## config.mk

```make
export PLATFORM = sky130hd
export DESIGN_NAME = sp_latch
export DESIGN_NICKNAME = d
export VERILOG_FILES = /design/src/sp_latch.v
export VERILOG_INCLUDE_DIRS = /design/src /design/src/src
export SDC_FILE = /design/constraint.sdc
export NUM_CORES = 1
export LEC_CHECK = 0
export ABC_CLOCK_PERIOD_IN_PS = 3300
export BUFFER_PORTS_ARGS = -buffer_cell sky130_fd_sc_hd__buf_2
export CAP_MARGIN = 20
export CORE_ASPECT_RATIO = 1.2
export CORE_MARGIN = 10
export CORE_UTILIZATION = 30
export DETAILED_ROUTE_END_ITERATION = 8
export SLEW_MARGIN = 40
export SYNTH_ARGS = -nofsm -noshare
export SYNTH_HDL_FRONTEND = slang
export SYNTH_SLANG_ARGS = --single-unit
```

## constraint.sdc

```tcl
create_clock -name i_sys_clk -period 3.3 [get_ports i_sys_clk]
set_clock_uncertainty 0.2 [all_clocks]
set_input_delay 0.165 -clock i_sys_clk [delete_from_list [all_inputs] [get_ports i_sys_clk]]
set_output_delay 0.165 -clock i_sys_clk [all_outputs]
set_load 0.03 [all_outputs]
```

## src/sp_defs.vh

```
// Constants for the serial-to-parallel latch block
`ifndef SP_DEFS_VH
`define SP_DEFS_VH

`define SP_CHAIN_W      8
`define SP_FIFO_DEPTH   16
`define SP_FIFO_CNT_W   5
`define SP_CHAIN_RST    8'h00
`define SP_STORE_RST    8'h00
`define SP_OE_RST       8'h00
`define SP_SYNC_RST     2'h0
`define SP_CNT_RST      5'h00
`define SP_CLEAR_IDLE   2'h3
`define SP_OE_IDLE      2'h3

`endif

```

## src/sp_latch.v

```verilog
// Serial-to-parallel shift chain with storage register and snapshot FIFO
`timescale 1ns/1ps
`include "sp_defs.vh"

// -----------------------------------------------------------------------
// Shift-register FIFO, head entry is a flop
// -----------------------------------------------------------------------
module sp_fifo #(
  parameter WIDTH = `SP_CHAIN_W,
  parameter DEPTH = `SP_FIFO_DEPTH,
  parameter CNT_W = `SP_FIFO_CNT_W
) (
  input  wire             i_sys_clk,
  input  wire             i_rst_n,
  input  wire [WIDTH-1:0] i_in_data,
  input  wire             i_in_valid,
  output wire             o_in_ready,
  output wire [WIDTH-1:0] o_out_data,
  output wire             o_out_valid,
  input  wire             i_out_ready
);

  reg  [WIDTH-1:0] mem_r [0:DEPTH];
  reg  [CNT_W-1:0] cnt_r;
  reg              full_r;
  reg              valid_r;
  wire             push;
  wire             pop;
  wire [CNT_W-1:0] slot;
  wire [CNT_W-1:0] cnt_nxt;

  localparam [CNT_W-1:0] FULL_CNT = DEPTH;

  // Full is a flop so back-pressure reaches the writer without a long path
  assign o_in_ready  = ~full_r;
  assign o_out_data  = mem_r[0];
  assign o_out_valid = valid_r;
  assign push        = i_in_valid & ~full_r;
  assign pop         = i_out_ready & valid_r;
  assign slot        = pop ? cnt_r - 1'b1 : cnt_r;
  assign cnt_nxt     = cnt_r + {{(CNT_W-1){1'b0}}, push}
                             - {{(CNT_W-1){1'b0}}, pop};

  // Spare top slot always reads zero so the shift has a source
  always @(posedge i_sys_clk) begin
    mem_r[DEPTH] <= {WIDTH{1'b0}};
  end

  genvar g;
  generate
    for (g = 0; g < DEPTH; g = g + 1) begin : g_entry
      localparam [CNT_W-1:0] IDX = g;
      always @(posedge i_sys_clk) begin
        if (!i_rst_n) begin
          mem_r[g] <= {WIDTH{1'b0}};
        end else if (push && (slot == IDX)) begin
          mem_r[g] <= i_in_data;
        end else if (pop) begin
          mem_r[g] <= mem_r[g+1];
        end
      end
    end
  endgenerate

  always @(posedge i_sys_clk) begin
    if (!i_rst_n) begin
      cnt_r   <= `SP_CNT_RST;
      full_r  <= 1'b0;
      valid_r <= 1'b0;
    end else begin
      cnt_r   <= cnt_nxt;
      full_r  <= (cnt_nxt == FULL_CNT);
      valid_r <= (cnt_nxt != {CNT_W{1'b0}});
    end
  end

endmodule // sp_fifo

// -----------------------------------------------------------------------
// Top: pin synchronisers, chain, storage, three-state drive
// -----------------------------------------------------------------------
module sp_latch (
  input  wire                   i_sys_clk,
  input  wire                   i_rst_n,
  input  wire                   i_serial_in,
  input  wire                   i_shift_clock,
  input  wire                   i_latch_clock,
  input  wire                   i_chain_clear_n,
  input  wire                   i_out_enable_n,
  output reg                    o_serial_out,
  output reg  [`SP_CHAIN_W-1:0] o_parallel_out,
  output reg  [`SP_CHAIN_W-1:0] o_parallel_oe,
  output wire [`SP_CHAIN_W-1:0] o_snap_data,
  output wire                   o_snap_valid,
  input  wire                   i_snap_ready,
  output reg                    o_snap_overrun
);

  // -----------------------------------------------------------------------
  // Synchronisers: first stage read only by the second
  // -----------------------------------------------------------------------
  reg  [1:0]             din_s_r;
  reg  [1:0]             shc_s_r;
  reg  [1:0]             ltc_s_r;
  reg  [1:0]             clr_s_r;
  reg  [1:0]             oen_s_r;
  reg                    shc_d_r;
  reg                    ltc_d_r;
  reg  [`SP_CHAIN_W-1:0] chain_r;
  reg  [`SP_CHAIN_W-1:0] chain_nxt;
  reg  [`SP_CHAIN_W-1:0] store_nxt;
  wire                   shift_rise;
  wire                   latch_rise;
  wire                   clear_act;
  wire                   fifo_ready;

  always @(posedge i_sys_clk) begin
    if (!i_rst_n) begin
      din_s_r <= `SP_SYNC_RST;
      shc_s_r <= `SP_SYNC_RST;
      ltc_s_r <= `SP_SYNC_RST;
      clr_s_r <= `SP_CLEAR_IDLE;
      oen_s_r <= `SP_OE_IDLE;
      shc_d_r <= 1'b0;
      ltc_d_r <= 1'b0;
    end else begin
      din_s_r <= {din_s_r[0], i_serial_in};
      shc_s_r <= {shc_s_r[0], i_shift_clock};
      ltc_s_r <= {ltc_s_r[0], i_latch_clock};
      clr_s_r <= {clr_s_r[0], i_chain_clear_n};
      oen_s_r <= {oen_s_r[0], i_out_enable_n};
      shc_d_r <= shc_s_r[1];
      ltc_d_r <= ltc_s_r[1];
    end
  end

  assign shift_rise = shc_s_r[1] & ~shc_d_r;
  assign latch_rise = ltc_s_r[1] & ~ltc_d_r;
  assign clear_act  = ~clr_s_r[1];

  // -----------------------------------------------------------------------
  // Chain and storage next values
  // -----------------------------------------------------------------------
  // Clear is level sensitive after sync; it holds the chain at zero for as
  // long as it stays low, two cycles late against the pin.
  always @* begin
    chain_nxt = chain_r;
    store_nxt = o_parallel_out;
    if (clear_act) begin
      chain_nxt = `SP_CHAIN_RST;
    end else if (shift_rise) begin
      chain_nxt = {chain_r[`SP_CHAIN_W-2:0], din_s_r[1]};
    end
    if (latch_rise) begin
      if (clear_act) begin
        store_nxt = `SP_STORE_RST;
      end else begin
        store_nxt = chain_r;
      end
    end
  end

  always @(posedge i_sys_clk) begin
    if (!i_rst_n) begin
      chain_r        <= `SP_CHAIN_RST;
      o_serial_out   <= 1'b0;
      o_parallel_out <= `SP_STORE_RST;
      o_parallel_oe  <= `SP_OE_RST;
      o_snap_overrun <= 1'b0;
    end else begin
      chain_r        <= chain_nxt;
      // Top stage, i.e. old stage six after a shift; driven always
      o_serial_out   <= chain_nxt[`SP_CHAIN_W-1];
      o_parallel_out <= store_nxt;
      // Enable only gates drive, never the stored data
      o_parallel_oe  <= {`SP_CHAIN_W{~oen_s_r[1]}};
      // Storage still loads when the FIFO is full; only the copy is lost
      o_snap_overrun <= latch_rise & ~fifo_ready;
    end
  end

  // -----------------------------------------------------------------------
  // Snapshot FIFO of every storage load that finds it not full
  // -----------------------------------------------------------------------
  sp_fifo #(
    .WIDTH (`SP_CHAIN_W),
    .DEPTH (`SP_FIFO_DEPTH),
    .CNT_W (`SP_FIFO_CNT_W)
  ) u_fifo (
    .i_sys_clk   (i_sys_clk),
    .i_rst_n     (i_rst_n),
    .i_in_data   (store_nxt),
    .i_in_valid  (latch_rise),
    .o_in_ready  (fifo_ready),
    .o_out_data  (o_snap_data),
    .o_out_valid (o_snap_valid),
    .i_out_ready (i_snap_ready)
  );

endmodule // sp_latch

```

# Word level (Yosys, flattened, before mapping)

Memories as Yosys holds them, arrays and structs flattened.
Index checks and enable logic that the tools add are counted.

Add/subtract/negate cells: 3
Equal/unequal tests: 16
Multiplexer cells: 133
Bitwise gates (word level): 41
Reductions and logical operators: 19

Operators by type and width:

| kind                                                               | count |
|---|---|
| 8-bit 2-to-1 mux                                                   | 34 |
| 1-bit 2-to-1 mux                                                   | 98 |
| 5-bit by 4-bit == test with 1-bit output, second input constant    | 8 |
| 1-bit bitwise OR                                                   | 32 |
| 5-bit by 3-bit == test with 1-bit output, second input constant    | 4 |
| 1-bit logical AND                                                  | 16 |
| 5-bit by 2-bit == test with 1-bit output, second input constant    | 2 |
| 5-bit by 1-bit adder with 5-bit output                             | 1 |
| 1-bit bitwise AND                                                  | 5 |
| 5-bit by 1-bit == test with 1-bit output, second input constant    | 1 |
| 5-bit == test, second input constant                               | 1 |
| 5-bit zero test                                                    | 1 |
| 5-bit 2-to-1 mux                                                   | 1 |
| 5-bit nonzero test                                                 | 1 |
| 5-bit by 1-bit subtractor with 5-bit output                        | 1 |
| 5-bit by 1-bit subtractor with 5-bit output, second input constant | 1 |
| 1-bit NOT                                                          | 4 |
| 2-bit AND reduction                                                | 1 |

Register bits: 37
RAM bits: 136
Input bits: 8
Output and inout port bits: 27
Logic and storage cells: 228
Memories: 1

Memory list:

| name         | words | width | rd ports | clocked after Yosys merged registers in | wr ports | line          | source |
|---|---|---|---|---|---|---|---|
| u_fifo.mem_r | 17    | 8     | 17       | 0                                       | 17       | sp_latch.v:23 | `reg [WIDTH-1:0] mem_r [0:DEPTH];` |

# Depth between registers and ports, before layout

Word-level depth: 9
Gate-level depth with buffers: 11
Mapped depth without buffers: 10

# By module

From an unflattened synthesis, not the netlist that was laid out.

Cells, all modules: 618
Area total of the unflattened synthesis: 7598.5 µm²

By module, submodules not included:

| module   | times used | cells an instance | area each (µm²) |
|---|---|---|---|
| sp_fifo  | 1          | 499               | 6463.7 |
| sp_latch | 1          | 119               | 1134.8 |

# Worst setup path before layout

Ideal clock, no wire load.

Path kind: register -> register
Start point: register u_fifo.valid_r (netlist: u_fifo.o_out_valid)
End point: register u_fifo.valid_r (netlist: u_fifo.o_out_valid)
Library setup time: 115 ps
Arrival: 2146 ps
Data required time: 2985 ps
Setup slack: 840 ps
Cell stages (with the launch flop): 10
Path through: dfxtp_1 and2_1 ha_1 inv_1 ha_1 fa_1 xnor2_1 nor3_1 nand2_1 o21a_1

Word-level cells in the longest chain between the ends: 3

RTL lines:

| element                                     | line          | source |
|---|---|---|
| from (decl)                                 | sp_latch.v:26 | `reg valid_r;` |
| from (signal assigned)                      | sp_latch.v:73 | `valid_r <= (cnt_nxt != {CNT_W{1'b0}});` |
| 1-bit bitwise AND                           | sp_latch.v:39 | `assign pop = i_out_ready & valid_r;` |
| 5-bit by 1-bit subtractor with 5-bit output | sp_latch.v:42 | `- {{(CNT_W-1){1'b0}}, pop};` |
| 5-bit nonzero test                          | sp_latch.v:73 |  |

Every way passes these cells.
A chain may end at the register's enable or synchronous reset.

==> results.md <==
* Seq cells post-synth at 165
* Row count at 63
* Top cell type's share of synthesized area at 50.36%
* Syn avg cell area at 11.78 um2
* Clock Power Share at 36.4%
* Synthesized instance count at 648
* Register area share after synthesis at 60.07%
* RR Startpoint: u_fifo.cnt_r[1]
* Power share of the sequential group at 47.1%
* Layout Nets at 690
* Final hold vios at 0
* DR vias at 4655
* CP Cell Sequence: inv_1 -> ha_1 -> nand3b_1 -> a211o_1 -> nor2_1 -> nand3_1 -> nand2_1
* First-pass GRT wire length at 24430 um
* RD Place Congestion at 0.7886
* PortBufs at 34
* Minimum clock period at 2.904 ns
* Tot GR Track Use at 9.224%
* Crit path from: u_fifo.cnt_r[1]
* Syn nets at 666
* Initial Util at 30.64%
* Die Y at 194.7 um
* Max stage delay cell, worst path: nand2_1
* CTS tree: done
* DRC viols at 0
* CTS clk-pin slew, worst paths at 0.06 ns
* Layout cells sized above 1 at 13.87%
* Largest net degree at the start of global routing at 57
* RSZ-0062 raised after global routing: no
* DR iter-0 viols at 331
* Worst-Margin Slew at 0.8457 ns
* DRT antenna net count at 0
* Core Region at 0.02491 mm2
* P_sw at 1.519 mW
* Post-CTS setup buffer count at 0
* Total negative slack at 0 ns
* CP max stage delay at 0.47 ns
* Fmax at 344.3 MHz
* Hold Buf Count CTS at 10
* Filler instances at 2513
* Average wire per standard cell at 14.63 um
* Deepest clock path buffer count at 2
* H-tree depth at 4
* Area contributors post-synth: edfxtp_1 (50%), mux2i_1 (16%), dfxtp_1 (9.7%)
* Worst endpoint data arrival time at 2.79 ns
* Pre-antenna DRT Iters at 5
* Worst skew pair latency at 0.42 ns
* Synth area leader: edfxtp_1
* Commonest cells after routing, fill and taps aside: nand2_1 (172), edfxtp_1 (128), mux2i_1 (120)
* Crit path max fanout at 9
* CTS root buf: clkbuf_16
* Most common cell after layout, fill and taps aside: nand2_1
* Number of global-route vias before repair at 4771
* VDD IR max at 0.3287 mV
* Final setup fails at 0
* Initial antenna violation count at 0
* Max Slew Vio Count at 0
* Kind of cell adding the most delay to the critical path: simple AND/OR/NAND/NOR gates
* Max cap viols at 0
* Clock sink total at 165
* Rel. slew slack at 43.48%
* Tcrit/Tclk final at 88.01%
* Leakage Power at 3.457 nW
* Total Die Area at 0.03225 mm2
* Status: complete, no violations
* HP Start: oen_s_r[1]
* Internal power at 4.173 mW
* Sw frac at 26.69%
* WP buf/inv at 1
* Post-DP HPWL at 9741 um
* Netlist Area Pre-Place at 0.007632 mm2
* Hold Crit Class: flop to flop
* Fin util at 35.15%
* Gr ovfl total at 0
* Crit start category: flop
* Area grow syn2layout at 14.72%
* Cell Pwr Density at 650.1 mW/mm2
* Num ports at 35
* Crit path kind: flop to flop
* Yosys cell types at 35
* Logic pwr share at 16.5%
* Die Width at 165.6 um
* Final antenna diode count at 0
* Synth warn at 0
* CTS buffer count at 17
* Cts repair resizes at 0
* Routed wire length at 14780 um
* Critical Path Sink Type: flop
* Via/cell ratio at 4.609
* Worst Path Required at 3.18 ns
==> worst paths after layout <==
path	endpoint	slack [ns]	cells after the start
min reg2reg	o_parallel_oe[0]	0.18	1
min	o_parallel_oe[0]	0.18	1
max reg2reg	u_fifo.mem_r[0][59]	0.40	7
max	u_fifo.mem_r[0][59]	0.40	7
==> flip-flops by register name, summed over array words and instances, names as in the netlist <==
| register | cells |
|---|---|
| din_s_r | 2 |
| u_fifo.cnt_r | 5 |
| shc_d_r | 1 |
| o_parallel_oe | 1 |
| chain_r | 7 |
| oen_s_r | 2 |
| clr_s_r | 2 |
| shc_s_r | 2 |
| o_parallel_out | 8 |
| o_snap_overrun | 1 |
| ltc_s_r | 2 |
| u_fifo.o_out_valid | 1 |
| u_fifo.full_r | 1 |
| o_serial_out | 1 |
| ltc_d_r | 1 |
| u_fifo.mem_r | 128 |
==> layer usage <==
| metal | global-route usage, % | up-vias | part of all wire [%] |
|---|---|---|---|
| li1 | - | 2258 | - |
| met1 | 10.87 | 2277 | 44 |
| met2 | 15.48 | 94 | 50 |
| met3 | 2.422 | 26 | 4.0 |
| met4 | 3.962 | 0 | 2.3 |
| met5 | 0 | - | 0 |
==> metrics by stage <==
| step | area, um2 | setup WS, ns | instances | power, mW | hold slack, ns |
|---|---|---|---|---|---|
| 6_report | 8756 | 0.3958 | 1010 | 5.692 | 0.1800 |
| 5_1_grt | 8756 | 0.1541 | 1010 | 5.961 | 0.2000 |
| 3_5_place_dp | 8039 | 0.4191 | 968 | 3.655 | 0.1514 |
| 4_1_cts | 8753 | 0.4041 | 1010 | 5.743 | 0.1844 |
| 2_1_floorplan | 7632 | 0.8399 | 648 | 3.447 | 0.06647 |
| 3_3_place_gp | 8036 | 0.4760 | 968 | 3.647 | 0.1468 |
==> Yosys cell counts, drive strengths merged <==
cell      n
and2     14
o21ai     9
inv      15
a21oi    11
a211oi    1
clkbuf   27
and4bb    1
nand2b   15
nor4      2
ha        9
fa        1
xor2      2
and4      1
nand3     9
nand4     3
a211o     1
nand2   174
mux2i   120
nor3      7
and3      2
nand3b    1
edfxtp  128
o21a      1
xnor2     7
a21bo     1
dfxtp    37
buf      33
nor2     12
nor2b     4
==> cell type report <==
cell class | count | area, um2 | share of cell area, %
clock buffers | 20 | 436.7 | 4.987
clock inverters | 12 | 177.7 | 2.029
inverters | 15 | 56.30 | 0.6430
multi-input cells | 408 | 2654 | 30.31
flip-flops and latches | 165 | 4584 | 52.36
well taps | 325 | 406.6 | 4.644
repair buffers | 65 | 440.4 | 5.030
==> power by group through the flow <==
| stage | logic (mW) | clock network (mW) | registers [mW] |
|---|---|---|---|
| global route | 1.06 | 2.19 | 2.71 |
| finish | 0.937 | 2.07 | 2.68 |
| global placement | 0.928 | 0 | 2.72 |
| CTS | 0.946 | 2.11 | 2.68 |
| detailed placement | 0.927 | 0 | 2.73 |
| floorplan | 0.743 | 0 | 2.70 |
==> cells by family after synthesis <==
logic type	after synthesis	synth area share [%]
AOI/OAI and AO/OA	24	1.803
xor gates and xnor gates	9	1.328
adders and majority gates	10	1.738
buffers and inverters	75	5.295
DFF	165	60.07
muxes	120	15.74
and+or+nand+nor	245	14.03
(Power assumes the default switching activity.)
